[config.mk]
export PLATFORM = sky130hd
export DESIGN_NAME = bctag_top
export DESIGN_NICKNAME = d
export VERILOG_FILES = /design/src/inc/bctag_pkg.sv /design/src/logic/bctag_top.sv /design/src/logic/bctag_queue.sv
export SDC_FILE = /design/constraint.sdc
export NUM_CORES = 1
export LEC_CHECK = 0
export ABC_CLOCK_PERIOD_IN_PS = 2200
export BUFFER_PORTS_ARGS = -buffer_cell sky130_fd_sc_hd__clkbuf_2
export CAP_MARGIN = 20
export CORE_MARGIN = 5
export CORE_UTILIZATION = 45
export DETAILED_ROUTE_END_ITERATION = 12
export GPL_ROUTABILITY_DRIVEN = 1
export PLACE_DENSITY = 0.74
export SYNTH_ARGS = -nofsm -noshare
export SYNTH_HDL_FRONTEND = slang
export SYNTH_SLANG_ARGS = --single-unit
[constraint.sdc]
create_clock -name CLK_SYS -period 2.2 [get_ports CLK_SYS]
set_clock_uncertainty 0.05 [all_clocks]
set_input_delay 0.11 -clock CLK_SYS [delete_from_list [all_inputs] [get_ports CLK_SYS]]
set_output_delay 0.11 -clock CLK_SYS [all_outputs]
set_load 0.005 [all_outputs]
[src/inc/bctag_pkg.sv]
// constants for the breakpoint compare and instruction tagging block
// assumes a 32-bit apb master and a 100 MHz system clock
package bctag_pkg;

  // ----------------------------------------------------------------
  // register byte offsets on apb
  // ----------------------------------------------------------------
  localparam logic [7:0] OFS_ADDR_HI = 8'h00;
  localparam logic [7:0] OFS_ADDR_LO = 8'h04;
  localparam logic [7:0] OFS_DATA_HI = 8'h08;
  localparam logic [7:0] OFS_DATA_LO = 8'h0c;
  localparam logic [7:0] OFS_CTRL = 8'h10;
  localparam logic [7:0] OFS_STATUS = 8'h14;

  // ----------------------------------------------------------------
  // control register fields
  // ----------------------------------------------------------------
  localparam int CTL_MODE_LO = 0;
  localparam int CTL_MODE_HI = 1;
  localparam int CTL_PROG_BRK = 2;
  localparam int CTL_BP0_LOW = 3;
  localparam int CTL_BP1_LOW = 4;
  localparam int CTL_DATA_EN = 5;
  localparam int CTL_MASK_HI = 6;
  localparam int CTL_MASK_LO = 7;
  localparam logic [7:0] CTL_RESET = 8'h00;

  // ----------------------------------------------------------------
  // status register fields
  // ----------------------------------------------------------------
  localparam int STS_TAG_ACT = 0;
  localparam int STS_BDM_ACT = 1;
  localparam int STS_BRK_PEND = 2;
  localparam int STS_HEAD_TAG_LO = 3;
  localparam int STS_HEAD_TAG_HI = 4;
  localparam int STS_Q_COUNT = 5;

  localparam logic [7:0] CMP_RESET = 8'h00;
  localparam logic [31:0] RD_ZERO = 32'h0000_0000;

  // ----------------------------------------------------------------
  // serial command code, value arbitrary
  // ----------------------------------------------------------------
  localparam logic [7:0] CMD_TAG_GO = 8'h5a;

  // ----------------------------------------------------------------
  // bus e clock timing
  // ----------------------------------------------------------------
  localparam int CLK_SYS_MHZ = 100;
  localparam int E_CLK_MHZ = 12;
  localparam int E_HALF_CYC = CLK_SYS_MHZ / (2 * E_CLK_MHZ);
  localparam int E_QTR_CYC = (E_HALF_CYC / 2 < 1) ? 1 : E_HALF_CYC / 2;

  localparam int QUEUE_DEPTH = 3;

  typedef enum logic [1:0] {
    BCTAG_OFF,
    BCTAG_SWI_DUAL,
    BCTAG_FULL,
    BCTAG_BDM_DUAL
  } bctag_mode_t;

endpackage : bctag_pkg

[src/logic/bctag_top.sv]
// breakpoint compare registers and instruction tagging
// assumes an apb master, cpu bus signals synchronous to CLK_SYS
`timescale 1ns/10ps
`default_nettype none

module bctag_top
  import bctag_pkg::*;
#(
  parameter int E_HALF = E_HALF_CYC,
  parameter int E_QTR = E_QTR_CYC,
  parameter int DEPTH = QUEUE_DEPTH
)
(
  input wire logic CLK_SYS,
  input wire logic RST_N,
  input wire logic POR_N,
  input wire logic PSEL,
  input wire logic PENABLE,
  input wire logic PWRITE,
  input wire logic [7:0] PADDR,
  input wire logic [31:0] PWDATA,
  output logic [31:0] PRDATA,
  output logic PREADY,
  output logic PSLVERR,
  input wire logic [15:0] BUS_ADDR,
  input wire logic [15:0] BUS_DATA,
  input wire logic BUS_VALID,
  input wire logic FETCH_VALID,
  input wire logic [15:0] FETCH_WORD,
  input wire logic QUEUE_ADV,
  input wire logic QUEUE_FLUSH,
  input wire logic INSTR_START,
  input wire logic OPCODE_LOW,
  input wire logic INSTR_BOUNDARY,
  input wire logic BDM_EXIT,
  input wire logic SER_CMD_VALID,
  input wire logic [7:0] SER_CMD_CODE,
  input wire logic SER_TX_OUT,
  input wire logic SER_TX_OE,
  input wire logic LOW_BYTE_STROBE_VALUE,
  input wire logic PORT_E3_OUT,
  input wire logic PORT_E3_OE,
  input wire logic DBG_PIN_IN,
  output logic DBG_PIN_OUT,
  output logic DBG_PIN_OE,
  input wire logic STRB_PIN_IN,
  output logic STRB_PIN_OUT,
  output logic STRB_PIN_OE,
  output logic BUS_E_CLOCK,
  output logic SER_CMD_TAKEN,
  output logic TAG_ACTIVE,
  output logic BDM_ACTIVE,
  output logic BDM_ENTER,
  output logic SWI_REQ
);

  // ----------------------------------------------------------------
  // helpers
  // ----------------------------------------------------------------
  function automatic logic byte_hit(input logic [7:0] a, input logic [7:0] b);
    byte_hit = (a == b);
  endfunction : byte_hit

  function automatic logic [31:0] widen8(input logic [7:0] v);
    widen8 = {24'h00_0000, v};
  endfunction : widen8

  // ----------------------------------------------------------------
  // state
  // ----------------------------------------------------------------
  logic [7:0] addr_hi_q;
  logic [7:0] addr_lo_q;
  logic [7:0] data_hi_q;
  logic [7:0] data_lo_q;
  logic [7:0] ctrl_q;
  logic [31:0] prdata_q;
  logic pready_q;
  logic pslverr_q;
  logic tag_act_q;
  logic bdm_act_q;
  logic brk_pend_q;
  logic bdm_enter_q;
  logic swi_q;
  logic cmd_taken_q;
  logic bus_e_clock_q;
  logic [$clog2(E_HALF+1)-1:0] ecnt_q;
  logic strb_out_q;
  logic strb_oe_q;
  logic dbg_out_q;
  logic dbg_oe_q;

  // ----------------------------------------------------------------
  // apb decode
  // ----------------------------------------------------------------
  logic setup_ph;
  logic wr_fire;
  logic sel_ahi;
  logic sel_alo;
  logic sel_dhi;
  logic sel_dlo;
  logic sel_ctl;
  logic sel_sts;
  logic mapped;
  logic [31:0] rd_mux;
  logic [7:0] status_w;

  assign setup_ph = PSEL && !PENABLE;
  assign wr_fire = PSEL && PENABLE && pready_q && PWRITE;
  assign sel_ahi = (PADDR == OFS_ADDR_HI);
  assign sel_alo = (PADDR == OFS_ADDR_LO);
  assign sel_dhi = (PADDR == OFS_DATA_HI);
  assign sel_dlo = (PADDR == OFS_DATA_LO);
  assign sel_ctl = (PADDR == OFS_CTRL);
  assign sel_sts = (PADDR == OFS_STATUS);
  assign mapped = sel_ahi || sel_alo || sel_dhi || sel_dlo || sel_ctl || sel_sts;

  // ----------------------------------------------------------------
  // queue and head
  // ----------------------------------------------------------------
  logic [17:0] q_head;
  logic q_valid;
  logic [$clog2(DEPTH+1)-1:0] q_count;
  logic [1:0] tag_bits;
  logic [1:0] prog_tag;
  logic head_tagged;

  always_comb
  begin
    status_w = 8'h00;
    status_w[STS_TAG_ACT] = tag_act_q;
    status_w[STS_BDM_ACT] = bdm_act_q;
    status_w[STS_BRK_PEND] = brk_pend_q;
    status_w[STS_HEAD_TAG_LO] = q_valid && q_head[16];
    status_w[STS_HEAD_TAG_HI] = q_valid && q_head[17];
    status_w[7:STS_Q_COUNT] = 3'(q_count);
  end

  assign rd_mux = sel_ahi ? widen8(addr_hi_q) :
                  sel_alo ? widen8(addr_lo_q) :
                  sel_dhi ? widen8(data_hi_q) :
                  sel_dlo ? widen8(data_lo_q) :
                  sel_ctl ? widen8(ctrl_q) :
                  sel_sts ? widen8(status_w) : RD_ZERO;

  // ----------------------------------------------------------------
  // breakpoint compare
  // ----------------------------------------------------------------
  bctag_mode_t mode;
  logic full_mode;
  logic dual_mode;
  logic bp0_hit;
  logic bp1_hit;
  logic data_hit;
  logic dhi_ok;
  logic dlo_ok;
  logic bp_match;
  logic [15:0] cmp_addr;

  assign mode = bctag_mode_t'({ctrl_q[CTL_MODE_HI], ctrl_q[CTL_MODE_LO]});
  assign full_mode = (mode == BCTAG_FULL);
  assign dual_mode = (mode == BCTAG_SWI_DUAL) || (mode == BCTAG_BDM_DUAL);
  // program and immediate breaks alike compare BUS_ADDR, whatever the bus cycle
  assign cmp_addr = BUS_ADDR;

  assign bp0_hit = byte_hit(cmp_addr[15:8], addr_hi_q)
                   && (!ctrl_q[CTL_BP0_LOW] || byte_hit(cmp_addr[7:0], addr_lo_q));
  assign dhi_ok = ctrl_q[CTL_MASK_HI] || byte_hit(BUS_DATA[15:8], data_hi_q);
  assign dlo_ok = ctrl_q[CTL_MASK_LO] || byte_hit(BUS_DATA[7:0], data_lo_q);
  assign data_hit = !ctrl_q[CTL_DATA_EN] || (dhi_ok && dlo_ok);
  // dual mode: data registers form the second address breakpoint
  assign bp1_hit = ctrl_q[CTL_DATA_EN]
                   && byte_hit(cmp_addr[15:8], data_hi_q)
                   && (!ctrl_q[CTL_BP1_LOW] || byte_hit(cmp_addr[7:0], data_lo_q));
  assign bp_match = full_mode ? (bp0_hit && data_hit) :
                    dual_mode ? (bp0_hit || bp1_hit) : 1'b0;

  // ----------------------------------------------------------------
  // e clock generation and strobe window
  // ----------------------------------------------------------------
  logic e_wrap;
  logic e_fall;
  logic strb_win;

  assign e_wrap = (ecnt_q == ($clog2(E_HALF+1))'(E_HALF - 1));
  assign e_fall = bus_e_clock_q && e_wrap;
  // judged on the next count so the registered enable sits on the quarter
  assign strb_win = bus_e_clock_q ? (int'(ecnt_q) + 1 < E_QTR)
                           : (int'(ecnt_q) + 1 >= E_HALF - E_QTR);

  // ----------------------------------------------------------------
  // tag capture
  // ----------------------------------------------------------------
  logic prog_brk;
  logic fetch_cap;
  logic tag_go;
  logic enter_now;

  // pins low mark a byte; each pin feeds only its own bit
  assign tag_bits = tag_act_q ? {!DBG_PIN_IN, !STRB_PIN_IN}
                              : 2'b00;
  assign prog_brk = ctrl_q[CTL_PROG_BRK] || (mode == BCTAG_SWI_DUAL);
  assign prog_tag = (prog_brk && bp_match && !bdm_act_q)
                    ? (BUS_ADDR[0] ? 2'b01 : 2'b10) : 2'b00;
  assign fetch_cap = e_fall && FETCH_VALID;
  assign head_tagged = q_valid && (OPCODE_LOW ? q_head[16] : q_head[17]);
  assign enter_now = !bdm_act_q
                     && ((INSTR_START && head_tagged)
                         || (INSTR_BOUNDARY && brk_pend_q));
  assign tag_go = SER_CMD_VALID && !tag_act_q
                  && (SER_CMD_CODE == CMD_TAG_GO);

  bctag_queue #(
    .DEPTH(DEPTH),
    .WIDTH(18)
  ) u_queue (
    .clk(CLK_SYS),
    .rst_n(RST_N),
    .flush(QUEUE_FLUSH),
    .push(fetch_cap),
    .wdata({tag_bits | prog_tag, FETCH_WORD}),
    .pop(QUEUE_ADV),
    .head(q_head),
    .head_valid(q_valid),
    .count(q_count)
  );

  // ----------------------------------------------------------------
  // compare registers, power-on reset only
  // ----------------------------------------------------------------
  always_ff @(posedge CLK_SYS or negedge POR_N)
  begin
    if (!POR_N)
    begin
      addr_hi_q <= CMP_RESET;
      addr_lo_q <= CMP_RESET;
      data_hi_q <= CMP_RESET;
      data_lo_q <= CMP_RESET;
    end
    else if (wr_fire)
    begin
      if (sel_ahi)
        addr_hi_q <= PWDATA[7:0];
      if (sel_alo)
        addr_lo_q <= PWDATA[7:0];
      if (sel_dhi)
        data_hi_q <= PWDATA[7:0];
      if (sel_dlo)
        data_lo_q <= PWDATA[7:0];
    end
  end

  // ----------------------------------------------------------------
  // apb response and control register
  // ----------------------------------------------------------------
  always_ff @(posedge CLK_SYS or negedge RST_N)
  begin
    if (!RST_N)
    begin
      ctrl_q <= CTL_RESET;
      pready_q <= 1'b0;
      pslverr_q <= 1'b0;
      prdata_q <= RD_ZERO;
    end
    else
    begin
      pready_q <= setup_ph;
      pslverr_q <= setup_ph && !mapped;
      prdata_q <= (setup_ph && !PWRITE) ? rd_mux : RD_ZERO;
      if (wr_fire && sel_ctl)
        ctrl_q <= PWDATA[7:0];
    end
  end

  // ----------------------------------------------------------------
  // tagging, debug mode and break state
  // ----------------------------------------------------------------
  always_ff @(posedge CLK_SYS or negedge RST_N)
  begin
    if (!RST_N)
    begin
      tag_act_q <= 1'b0;
      bdm_act_q <= 1'b0;
      brk_pend_q <= 1'b0;
      bdm_enter_q <= 1'b0;
      swi_q <= 1'b0;
      cmd_taken_q <= 1'b0;
    end
    else
    begin
      bdm_enter_q <= enter_now;
      // serial commands are dropped while tagging runs
      cmd_taken_q <= SER_CMD_VALID && !tag_act_q;
      if (enter_now)
        tag_act_q <= 1'b0;
      else if (tag_go)
        tag_act_q <= 1'b1;
      if (enter_now)
        bdm_act_q <= 1'b1;
      else if (BDM_EXIT)
        bdm_act_q <= 1'b0;
      // immediate break waits for the next instruction boundary
      if (BUS_VALID && bp_match && !prog_brk && !bdm_act_q
          && (mode != BCTAG_OFF))
        brk_pend_q <= 1'b1;
      else if (enter_now)
        brk_pend_q <= 1'b0;
      swi_q <= (mode == BCTAG_SWI_DUAL) && INSTR_START && head_tagged;
    end
  end

  // ----------------------------------------------------------------
  // e clock divider and pin drivers
  // ----------------------------------------------------------------
  always_ff @(posedge CLK_SYS or negedge RST_N)
  begin
    if (!RST_N)
    begin
      bus_e_clock_q <= 1'b0;
      ecnt_q <= '0;
      strb_out_q <= 1'b0;
      strb_oe_q <= 1'b0;
      dbg_out_q <= 1'b0;
      dbg_oe_q <= 1'b0;
    end
    else
    begin
      ecnt_q <= e_wrap ? '0 : ecnt_q + 1'b1;
      if (e_wrap)
        bus_e_clock_q <= !bus_e_clock_q;
      // strobe owns the pin inside the window, else port or tag input
      strb_out_q <= strb_win ? LOW_BYTE_STROBE_VALUE : PORT_E3_OUT;
      strb_oe_q <= strb_win || (!tag_act_q && PORT_E3_OE);
      // debug pin turns input-only while it carries the high tag
      dbg_out_q <= SER_TX_OUT;
      dbg_oe_q <= SER_TX_OE && !tag_act_q;
    end
  end

  // ----------------------------------------------------------------
  // outputs
  // ----------------------------------------------------------------
  assign PRDATA = prdata_q;
  assign PREADY = pready_q;
  assign PSLVERR = pslverr_q;
  assign BUS_E_CLOCK = bus_e_clock_q;
  assign STRB_PIN_OUT = strb_out_q;
  assign STRB_PIN_OE = strb_oe_q;
  assign DBG_PIN_OUT = dbg_out_q;
  assign DBG_PIN_OE = dbg_oe_q;
  assign SER_CMD_TAKEN = cmd_taken_q;
  assign TAG_ACTIVE = tag_act_q;
  assign BDM_ACTIVE = bdm_act_q;
  assign BDM_ENTER = bdm_enter_q;
  assign SWI_REQ = swi_q;

endmodule : bctag_top

`default_nettype wire

[src/logic/bctag_queue.sv]
// instruction queue mirror: program words with their two tag bits
// assumes push at e falling edge and pop when the cpu advances the queue
`timescale 1ns/10ps
`default_nettype none

module bctag_queue
  import bctag_pkg::*;
#(
  parameter int DEPTH = QUEUE_DEPTH,
  parameter int WIDTH = 18
)
(
  input wire logic clk,
  input wire logic rst_n,
  input wire logic flush,
  input wire logic push,
  input wire logic [WIDTH-1:0] wdata,
  input wire logic pop,
  output logic [WIDTH-1:0] head,
  output logic head_valid,
  output logic [$clog2(DEPTH+1)-1:0] count
);

  logic [WIDTH-1:0] mem_q [DEPTH];
  logic [$clog2(DEPTH+1)-1:0] cnt_q;
  logic [$clog2(DEPTH+1)-1:0] after_pop;
  logic do_pop;

  assign do_pop = pop && (cnt_q != '0);
  assign after_pop = do_pop ? cnt_q - 1'b1 : cnt_q;
  assign head = mem_q[0];
  assign head_valid = (cnt_q != '0);
  assign count = cnt_q;

  // ----------------------------------------------------------------
  // shift storage, tag bits ride along with the bytes
  // ----------------------------------------------------------------
  always_ff @(posedge clk or negedge rst_n)
  begin
    if (!rst_n)
    begin
      cnt_q <= '0;
      for (int i = 0; i < DEPTH; i++)
        mem_q[i] <= '0;
    end
    else if (flush)
      cnt_q <= '0;
    else
    begin
      for (int i = 0; i < DEPTH; i++)
      begin
        if (push && (after_pop == i[$clog2(DEPTH+1)-1:0]))
          mem_q[i] <= wdata;
        else if (do_pop && (i < DEPTH - 1))
          mem_q[i] <= mem_q[i+1];
      end
      if (push && (after_pop < DEPTH[$clog2(DEPTH+1)-1:0]))
        cnt_q <= after_pop + 1'b1;
      else
        cnt_q <= after_pop;
    end
  end

endmodule : bctag_queue

`default_nettype wire

==> run_results.csv, run 1 <==
group,metric,value,unit
pwr,maximum_vdd_drop,402.5,uV
clocking,cts.clk_slew.worst_paths,0.08,ns
drt,route.detailed.vias_per_inst,5.325,
setup_path,crit_arrival,2.30,ns
global_routing,grt_pass1_wl,18750,um
timing,unrepaired_setup_endpoints_after_global_routing,"true",
yosys,ys_seq_elements,72,
min_path,min-delay-path-class,"primary input to flop",
drt,drt-total-wl,11920,um
setup_path,crit_chain,"inv_1, ha_4, nor2b_4, xnor2_2, inv_1, ha_4, nand4_1, a21o_1, a32oi_2, nand2_1, nor2_1, a21oi_1",
drt,dr_total_vias,3717,
timing,fin_crit_sh,0.9571,
timing,timing.slew.headroom,0.4593,
layout,syn_to_final_growth,28.50,%
timing,timing_worst_slew_pin_value,0.8110,ns
layout,layout.cells.most_common_list,"clkbuf_2, dfrtp_1, xor2_1",
setup_path,worst-path-stages,12,
setup_path,cp-end-kind,"flop",
timing,hold_viol_final,0,
timing,final.min_clock_period,2.106,ns
setup_path,cpPeakStageDelay,0.39,ns
clocking,insertion_delay,0.36,ns
clocking,cts-buffers-inserted,9,
clocking,cts_tree,"yes",
clocking,cts.sink_count,72,
yosys,synthCells,420,
setup_path,worstPathMaxFanout,4,
status,run_status,"completed",
drt,detailed_routing_iterations_pass_1,6,
pwr,powerDensity,604.6,nW/um2
setup_path,path_delay_family,"compound AO/OA/AOI/OAI gates",
die,row_count,35,
layout,multi_input_comb_area,2379,um2
placed_design,gp_routability_congestion,0.9251,
yosys,asyncSetResetFlopFracSynth,1.000,
global_routing,grt_max_degree,41,
drt,avgRoutedWirePerCell,17.08,um
clocking,h-tree-depth,3,
yosys,synth_cell_types,48,
setup_path,path_buf_inv,2,
pwr,static-leakage-power,2.817,nW
layout,num_antenna_cells,0,
drt,dr_iter_0_viols,350,
global_routing,grt_antenna_before_repair,0,
yosys,synth_flop_cell,"dfrtp_1",
yosys,synth_sequential_area_ratio,0.4223,
setup_path,worstRegToRegCells,12,
placed_design,hpwl,9207,um
die,start_util,0.4617,
layout,number_of_nets_at_the_end_of_the_flow,690,
drt,ant_nets,0,
setup_path,critPathKind,"flop to flop",
die,coreArea,9240,um2
die,fp.dieH,107.4,um
min_path,worst_hold_path.num_cells,3,
setup_path,timing.critical_path.required,2.39,ns
global_routing,grt_util_all_layers,0.2095,
timing,final-setup-viol-count,0,
layout,layout.filler_cells,789,
die,die_w,107.4,um
timing,achievable-frequency,474.9,MHz
global_routing,grt_overflow,0,
global_routing,first_global_vias,3774,
flow_run,maxCapViolCount,0,
layout,fin_util,0.5934,
setup_path,start_kind,"flop",
yosys,syn-cell-area,4267,um2
yosys,synth_edf_count,0,
die,die_area,11530,um2
timing,whs,0.004982,ns
yosys,syn_area_per_cell,10.16,um2
layout,layout.cells.most_common,"clkbuf_2",
clocking,root_buffer,"clkbuf_8",
yosys,yosys_warnings,0,
layout,post_route_cells_drive_above_1_share,0.3673,
drt,route.detailed.drc,0,
setup_path,timing.critical_path.slowest_stage_cell,"dfrtp_1",
timing,number_of_max_slew_violations_in_the_final_report,0,
placed_design,placement.io_buffers,97,
layout,final-seq-area,1802,um2
die,io_pins,162,
clocking,clock_path_buffers,2,
[layout make-up]
type,count,share of cell area
clock buffer,10,0.02510
sequential,72,0.3286
multi-input combinational,324,0.4338
timing repair buffer,142,0.1561
clock inverter,6,0.01666
tap,129,0.02944
inverter,15,0.01027
[final timing paths]
path / from / to / slack [ns]
min in group asynchronous: POR_N / data_hi_q[4] / 0.31
min reg2reg: ecnt_q[0] / ecnt_q[0] / 0.40
max: u_queue.count[1] / u_queue.head[17] / 0.09
max reg2reg: u_queue.count[1] / u_queue.head[17] / 0.09
max in group asynchronous: POR_N / data_lo_q[6] / 1.28
min: SER_CMD_CODE[3] / TAG_ACTIVE / 0.005
[what timing repair did]
action	CTS	global route
pin swaps	0	10
resized for setup	3	16
hold buffers	13	0
endpoints found under the setup margin	5	5
buffers inserted	0	2
hold endpoints to repair	83	0
[registers in the layout (all words and copies together), names as in the netlist, 2 cells and up]
name           flops
u_queue.count      2
addr_hi_q          8
ecnt_q             3
ctrl_q             8
PRDATA             8
data_lo_q          8
addr_lo_q          8
u_queue.head       2
data_hi_q          8
u_queue.mem_q      4
[layer usage]
metal	vias up	share of wire	track usage
li1	1739	-	-
met4	0	0.025	0.07935
met2	189	0.48	0.3356
met5	-	0	0
met1	1766	0.41	0.2743
met3	23	0.083	0.05099
[worst register-to-register path, cell delays in order (launching register included)]
cell	delay, ns
dfrtp_1	0.39
inv_1	0.10
ha_4	0.18
nor2b_4	0.06
xnor2_2	0.14
inv_1	0.12
ha_4	0.14
nand4_1	0.14
a21o_1	0.24
a32oi_2	0.19
nand2_1	0.08
nor2_1	0.10
a21oi_1	0.07
[logic make-up after synthesis]
family,count (synthesis),share of synthesized area
simple gates,120,0.1604
compound gates,77,0.1097
flops,72,0.4223
xor+xnor,52,0.1067
buf+inv,47,0.06305
mux,43,0.1135
fa+ha+maj,8,0.02346
other cells,1,0.0008789
[synthesized netlist by cell type (2+ instances only)]
cell / instances / share of area
dfrtp_1: 72 / 0.42
xor2_1: 48 / 0.099
mux2_2: 43 / 0.11
nand2_1: 30 / 0.026
a21oi_1: 26 / 0.030
buf_4: 24 / 0.042
o21ai_0: 24 / 0.028
nor2_1: 21 / 0.018
inv_1: 15 / 0.013
nor4_1: 15 / 0.022
a32oi_1: 8 / 0.016
ha_1: 8 / 0.023
nand2b_1: 8 / 0.012
nand3_1: 7 / 0.0082
nand4_1: 7 / 0.010
nor2b_1: 7 / 0.010
clkbuf_1: 5 / 0.0044
nand3b_1: 4 / 0.0070
xnor2_1: 4 / 0.0082
a21o_1: 3 / 0.0053
nor3_1: 3 / 0.0035
o311ai_0: 3 / 0.0062
a211oi_1: 2 / 0.0035
a21boi_0: 2 / 0.0035
and3b_1: 2 / 0.0041
and4_1: 2 / 0.0041
and4b_1: 2 / 0.0047
buf_2: 2 / 0.0023
nor3b_1: 2 / 0.0035
o22ai_1: 2 / 0.0029
or3_4: 2 / 0.0053
[metrics by stage]
step           worst slack, ns  setup TNS, ns  instance area (um2)  std cells  total power, mW
2_1_floorplan          0.04227              0                 4355        443            1.696
3_3_place_gp         -0.006056      -0.006056                 5015        667            1.966
3_5_place_dp          -0.08535        -0.2617                 5015        667            1.999
4_1_cts               0.003695              0                 5394        696            3.255
5_1_grt               -0.05769        -0.1686                 5483        698            3.468
6_report               0.09434              0                 5483        698            3.315
[report_power, final]
part	switching [mW]	total, mW	internal (mW)	leakage (nW)
combinational	0.359	0.730	0.371	1.74
sequential	0.0268	1.38	1.36	0.976
clock	0.529	1.20	0.672	0.105
(Power assumes the default switching activity.)
==> inputs of run 2 (changes only) <==
==> constraint.sdc (replaced) <==
create_clock -name CLK_SYS -period 2.2 [get_ports CLK_SYS]
set_clock_uncertainty 0.05 [all_clocks]
set_input_delay 0.22 -clock CLK_SYS [delete_from_list [all_inputs] [get_ports CLK_SYS]]
set_output_delay 0.22 -clock CLK_SYS [all_outputs]
set_load 0.005 [all_outputs]
==> run 2 against run 1 <==
Maximum frequency increased by 0.98%; global-route usage decreased by 0.29 points; final area decreased by 1.9%; clock power decreased by 10%; highest routed layer unchanged.
==> run_results.csv, run 2 (synthesis gave the netlist of run 1 again) <==
group,metric,value,unit
setup_path,start_kind,"flop",
die,io_pins,162,
setup_path,critPathKind,"flop to flop",
placed_design,hpwl,9185,um
die,coreArea,9240,um2
clocking,cts.sink_count,72,
pwr,clkPwrFrac,0.342,
layout,design_area,5376,um2
timing,final.min_clock_period,2.085,ns
clocking,root_buffer,"clkbuf_8",
global_routing,grt_util_all_layers,0.2066,
timing,unrepaired_setup_endpoints_after_global_routing,"true",
timing,timing_worst_slew_pin_value,0.8212,ns
setup_path,timing.critical_path.slowest_stage_cell,"dfrtp_1",
placed_design,placement.io_buffers,97,
timing,achievable-frequency,479.6,MHz
die,fp.dieH,107.4,um
drt,route.detailed.vias_per_inst,5.403,
layout,final-seq-area,1802,um2
die,die_w,107.4,um
drt,drt-total-wl,11760,um
clocking,h-tree-depth,3,
timing,hold_viol_final,0,
setup_path,worstPathMaxFanout,4,
clocking,cts_tree,"yes",
clocking,clock_path_buffers,2,
pwr,total_power,3.145,mW
global_routing,grt_max_degree,41,
drt,avgRoutedWirePerCell,17.06,um
die,die_area,11530,um2
timing,number_of_max_slew_violations_in_the_final_report,0,
die,start_util,0.4617,
layout,layout.cells.most_common_list,"clkbuf_2, dfrtp_1, xor2_1",
setup_path,crit_chain,"inv_2, ha_4, nand2b_4, nand2_2, o21ai_2, inv_1, ha_1, nand4_1, a21o_1, a32oi_2, nand2_1, nor2_1, a21oi_1",
setup_path,timing.reg2reg.setup_slack,0.11,ns
global_routing,first_global_vias,3661,
timing,fin_crit_sh,0.9478,
timing,timing.slew.headroom,0.4525,
drt,detailed_routing_iterations_pass_1,5,
flow_run,maxCapViolCount,0,
pwr,pwr-share-comb,0.218,
timing,final-setup-viol-count,0,
setup_path,cpPeakStageDelay,0.38,ns
layout,number_of_nets_at_the_end_of_the_flow,681,
layout,layout.filler_cells,792,
setup_path,path_delay_family,"compound AO/OA/AOI/OAI gates",
layout,syn_to_final_growth,26.01,%
pwr,total_switching_power,884.9,uW
setup_path,path_buf_inv,2,
clocking,cts.clk_slew.worst_paths,0.08,ns
drt,dr_iter_0_viols,337,
setup_path,timing.critical_path.required,2.39,ns
pwr,powerDensity,585.0,nW/um2
min_path,min-delay-path-class,"primary input to flop",
drt,dr_total_vias,3723,
layout,num_antenna_cells,0,
pwr,static-leakage-power,2.763,nW
pwr,intPower,2.260,mW
placed_design,gp_routability_congestion,0.9242,
layout,layout.cells.most_common,"clkbuf_2",
layout,multi_input_comb_area,2375,um2
clocking,insertion_delay,0.36,ns
placed_design,dpl-instance-area,5035,um2
setup_path,cp-end-kind,"flop",
pwr,sequentialPowerShare,0.440,
clocking,cts-buffers-inserted,9,
die,row_count,35,
global_routing,grt_antenna_before_repair,0,
drt,ant_nets,0,
layout,post_route_cells_drive_above_1_share,0.3750,
pwr,maximum_vdd_drop,405.6,uV
drt,route.detailed.drc,0,
global_routing,grt_pass1_wl,18710,um
status,run_status,"completed",
setup_path,crit_arrival,2.28,ns
global_routing,grt_overflow,0,
pwr,power_switching_share,0.2813,
## run 2: metrics by stage
| step | hold WS [ns] | cells | setup slack, ns | setup TNS [ns] | util |
|---|---|---|---|---|---|
| 2_1_floorplan | -0.1256 | 443 | 0.02478 | 0 | - |
| 3_3_place_gp | 0.2634 | 668 | -0.06931 | -0.5470 | 0.5449 |
| 3_5_place_dp | 0.2739 | 668 | -0.1136 | -1.013 | 0.5449 |
| 4_1_cts | 0.01112 | 687 | 0.0009439 | 0 | 0.5735 |
| 5_1_grt | 0.04362 | 689 | -0.05288 | -0.09063 | 0.5819 |
| 6_report | 0.01846 | 689 | 0.1148 | 0 | 0.5819 |
## run 2: power by group through the flow
stage	Sequential, mW	Combinational (mW)	Clock, mW
after floorplan	1.40	0.295	0
after global placement	1.40	0.563	0
after detailed placement	1.41	0.580	0
after CTS	1.38	0.632	1.10
after global routing	1.39	0.775	1.15
final	1.38	0.686	1.08
## run 2: area by class of cell
cell class	count	share of cell area
Timing Repair Buffer	133	0.1443
Clock buffer	10	0.02560
Clock inverter	6	0.01280
Sequential cell	72	0.3351
Inverter	15	0.01047
Multi-Input combinational cell	324	0.4417
Tap cell	129	0.03002
## run 2: repair_timing
action,CTS,global route
hold buffers,3,0
buffers inserted,0,2
pin swaps,0,6
setup endpoints to repair,6,6
resized for setup,4,14
hold endpoints to repair,73,0
## run 2: routing by layer
layer,track usage,vias up,wire [um],share of wire
met1,0.2791,1780,4938,0.42
li1,-,1722,-,-
met4,0.04959,0,211,0.018
met5,0,-,0,0
met3,0.04739,22,994,0.085
met2,0.3374,199,5611,0.48
## run 2: final timing paths
| path | depth (start not counted) | end | startpoint |
|---|---|---|---|
| worst max-delay path | 13 | u_queue.mem_q[35] | u_queue.count[0] |
| worst min-delay path | 2 | BDM_ACTIVE | BDM_EXIT |
| worst max register to register | 13 | u_queue.mem_q[35] | u_queue.count[0] |
| worst min register to register | 1 | ecnt_q[0] | ecnt_q[0] |
| max in group asynchronous | 2 | addr_hi_q[6] | POR_N |
| min in group asynchronous | 3 | u_queue.mem_q[35] | RST_N |
## run 2: worst reg2reg max path: cells and delay by family, from the launching register on
family,cells,cell delay [ns]
buffers and inverters,2,0.14
adder cells (fa/ha/maj),2,0.32
AND/OR/NAND/NOR,5,0.52
flip-flops,1,0.38
AO/OA/AOI/OAI,4,0.55
==> inputs of run 3 (changes only) <==
--- a/config.mk
+++ b/config.mk
@@ -8,6 +8,7 @@
 export ABC_CLOCK_PERIOD_IN_PS = 2200
 export BUFFER_PORTS_ARGS = -buffer_cell sky130_fd_sc_hd__clkbuf_2
 export CAP_MARGIN = 20
+export CORE_ASPECT_RATIO = 0.6
 export CORE_MARGIN = 5
 export CORE_UTILIZATION = 45
 export DETAILED_ROUTE_END_ITERATION = 12
==> run 3 against run 2 <==
Sequential power about the same; cell count rose by 0.58%; clock power is 38% higher; flip-flop and latch count did not move; global-route usage is 1.4 points higher; highest routed layer unchanged.
==> run_results.csv, run 3 (synthesis gave the netlist of run 1 again) <==
group,metric,value,unit
global_routing,grt_util_all_layers,0.2208,
pwr,powerDensity,651.5,nW/um2
min_path,worstHoldStart,"BDM_EXIT",
timing,number_of_max_slew_violations_in_the_final_report,0,
clocking,cts-buffers-inserted,9,
layout,multi_input_comb_area,2381,um2
drt,met2_wirelength,5269,um
flow_run,maxCapViolCount,0,
drt,avgRoutedWirePerCell,18.25,um
setup_path,timing.critical_path.slowest_stage_cell,"dfrtp_1",
setup_path,crit_arrival,2.28,ns
global_routing,grt_antenna_before_repair,0,
die,row_count,27,
layout,final-seq-area,1802,um2
drt,drt-total-wl,12650,um
setup_path,crit_chain,"inv_1, ha_4, nor2b_4, xnor2_2, inv_1, ha_1, nand4_1, buf_4, a32oi_2, nand2_1, nor2_1, a21oi_1",
pwr,static-leakage-power,2.839,nW
clocking,root_buffer,"clkbuf_16",
placed_design,placement.io_buffers,97,
setup_path,worstPathMaxFanout,3,
global_routing,grt_max_degree,41,
drt,route.detailed.vias_per_inst,5.371,
clocking,insertion_delay,0.33,ns
drt,maxUsedRoutingLayer,"met4",
setup_path,start_kind,"flop",
clocking,h-tree-depth,3,
status,run_status,"completed",
timing,timing.slew.headroom,0.4351,
placed_design,gp_routability_congestion,0.9678,
timing,timing_worst_slew_pin_value,0.8474,ns
placed_design,hpwl,9910,um
setup_path,cp_common_cell,"inv_1",
drt,met3_routed_wl,1164,um
die,start_util,0.4626,
layout,layout.cells.most_common,"clkbuf_2",
global_routing,grt_pass1_wl,19550,um
pwr,maximum_vdd_drop,348.5,uV
setup_path,cp-end-kind,"flop",
timing,achievable-frequency,474.2,MHz
layout,number_of_nets_at_the_end_of_the_flow,684,
timing,fin_crit_sh,0.9586,
layout,post_route_cells_drive_above_1_share,0.3766,
layout,syn_to_final_growth,29.09,%
setup_path,critPathKind,"flop to flop",
setup_path,cpPeakStageDelay,0.38,ns
min_path,min-delay-path-class,"primary input to flop",
die,fp.dieH,85.43,um
global_routing,first_global_vias,3701,
die,die_area,11590,um2
timing,hold_viol_final,0,
timing,final-setup-viol-count,0,
timing,setup_total_negative_slack,0,ns
drt,wl_met1,6010,um
clocking,cts.sink_count,72,
drt,dr_iter_0_viols,322,
drt,dr_total_vias,3722,
layout,layout.cells.most_common_list,"clkbuf_2, dfrtp_1, xor2_1",
layout,layout.cells.non_filler,693,
drt,detailed_routing_iterations_pass_1,5,
drt,ant_nets,0,
drt,route.detailed.drc,0,
die,coreArea,9223,um2
setup_path,timing.critical_path.required,2.37,ns
global_routing,grt_overflow,0,
die,die_w,135.7,um
placed_design,placedCellCount,669,
clocking,clock_path_buffers,2,
timing,final.min_clock_period,2.109,ns
clocking,cts_tree,"yes",
layout,num_antenna_cells,0,
setup_path,worst_r2r_startpoint,"u_queue.count[0]",
die,io_pins,162,
setup_path,timing.critical_path.from,"u_queue.count[0]",
layout,layout.filler_cells,787,
clocking,cts.clk_slew.worst_paths,0.06,ns
==> run 3: changes by cell type in the layout (fill, tap and decap cells not counted) <==
| cell | change |
|---|---|
| nor4_2 | -1 |
| clkinvlp_4 | -2 |
| buf_4 | +3 |
| clkbuf_8 | -8 |
| clkinv_2 | +2 |
| clkbuf_16 | +9 |
| nand2_2 | -1 |
| nor4_1 | +1 |
| o21ai_4 | +1 |
| clkinv_4 | -1 |
| nand2_4 | +1 |
| o21ai_2 | -1 |
==> run 3: critical path: cells and delay by family, from the launching register on <==
family                     cells  cell delay, ns
adders and majority gates      2            0.34
and+or+nand+nor                4            0.37
DFF                            1            0.38
AOI/OAI and AO/OA              2            0.31
buffers and inverters          3            0.41
xor gates and xnor gates       1            0.14
==> run 3: path summary, 6_finish.rpt <==
path	end	slack, ns	cells after the start
min in group asynchronous	PRDATA[5]	0.44	3
setup reg to reg	u_queue.head[16]	0.09	12
hold reg to reg	ecnt_q[0]	0.42	1
max in group asynchronous	data_lo_q[6]	1.09	2
hold / removal	BDM_ACTIVE	0.02	2
setup / recovery	u_queue.head[16]	0.09	12
==> run 3: power breakdown <==
part	internal [mW]	total, mW	switching, mW
Clock	0.935	1.49	0.553
Sequential	1.36	1.38	0.0258
Combinational	0.359	0.716	0.358
Total	2.65	3.59	0.936
==> run 3: area by class of cell <==
cell class | instances | area share
clock inverters | 5 | 0.009995
well taps | 130 | 0.02953
repair buffers | 136 | 0.1449
inverters | 15 | 0.01022
flip-flops and latches | 72 | 0.3271
clock buffers | 11 | 0.04589
multi-input cells | 324 | 0.4323
==> run 3: what timing repair did <==
item	4_1_cts	5_1_grt
gates resized for setup	3	16
buffers inserted	0	5
pin swaps	0	7
endpoints found under the setup margin	6	6
hold endpoints to repair	73	0
hold buffers	3	0
==> run 3: metrics by stage <==
step | setup WS [ns] | utilization | instance area (um2) | hold WS [ns] | total power [mW]
2_1_floorplan | 0.02478 | - | 4355 | -0.1256 | 1.696
3_3_place_gp | -0.1159 | 0.5461 | 5036 | 0.2632 | 1.937
3_5_place_dp | -0.1479 | 0.5461 | 5036 | 0.2670 | 1.962
4_1_cts | 0.01376 | 0.5843 | 5389 | 0.005691 | 3.474
5_1_grt | -0.03676 | 0.5972 | 5508 | 0.02255 | 3.748
6_report | 0.09100 | 0.5972 | 5508 | 0.01712 | 3.588
==> run 3: routing by layer <==
metal | global-route usage | vias to the layer above
met2 | 0.3109 | 156
met4 | 0.06221 | 0
met1 | 0.3174 | 1826
li1 | - | 1722
met5 | 0 | -
met3 | 0.08175 | 18
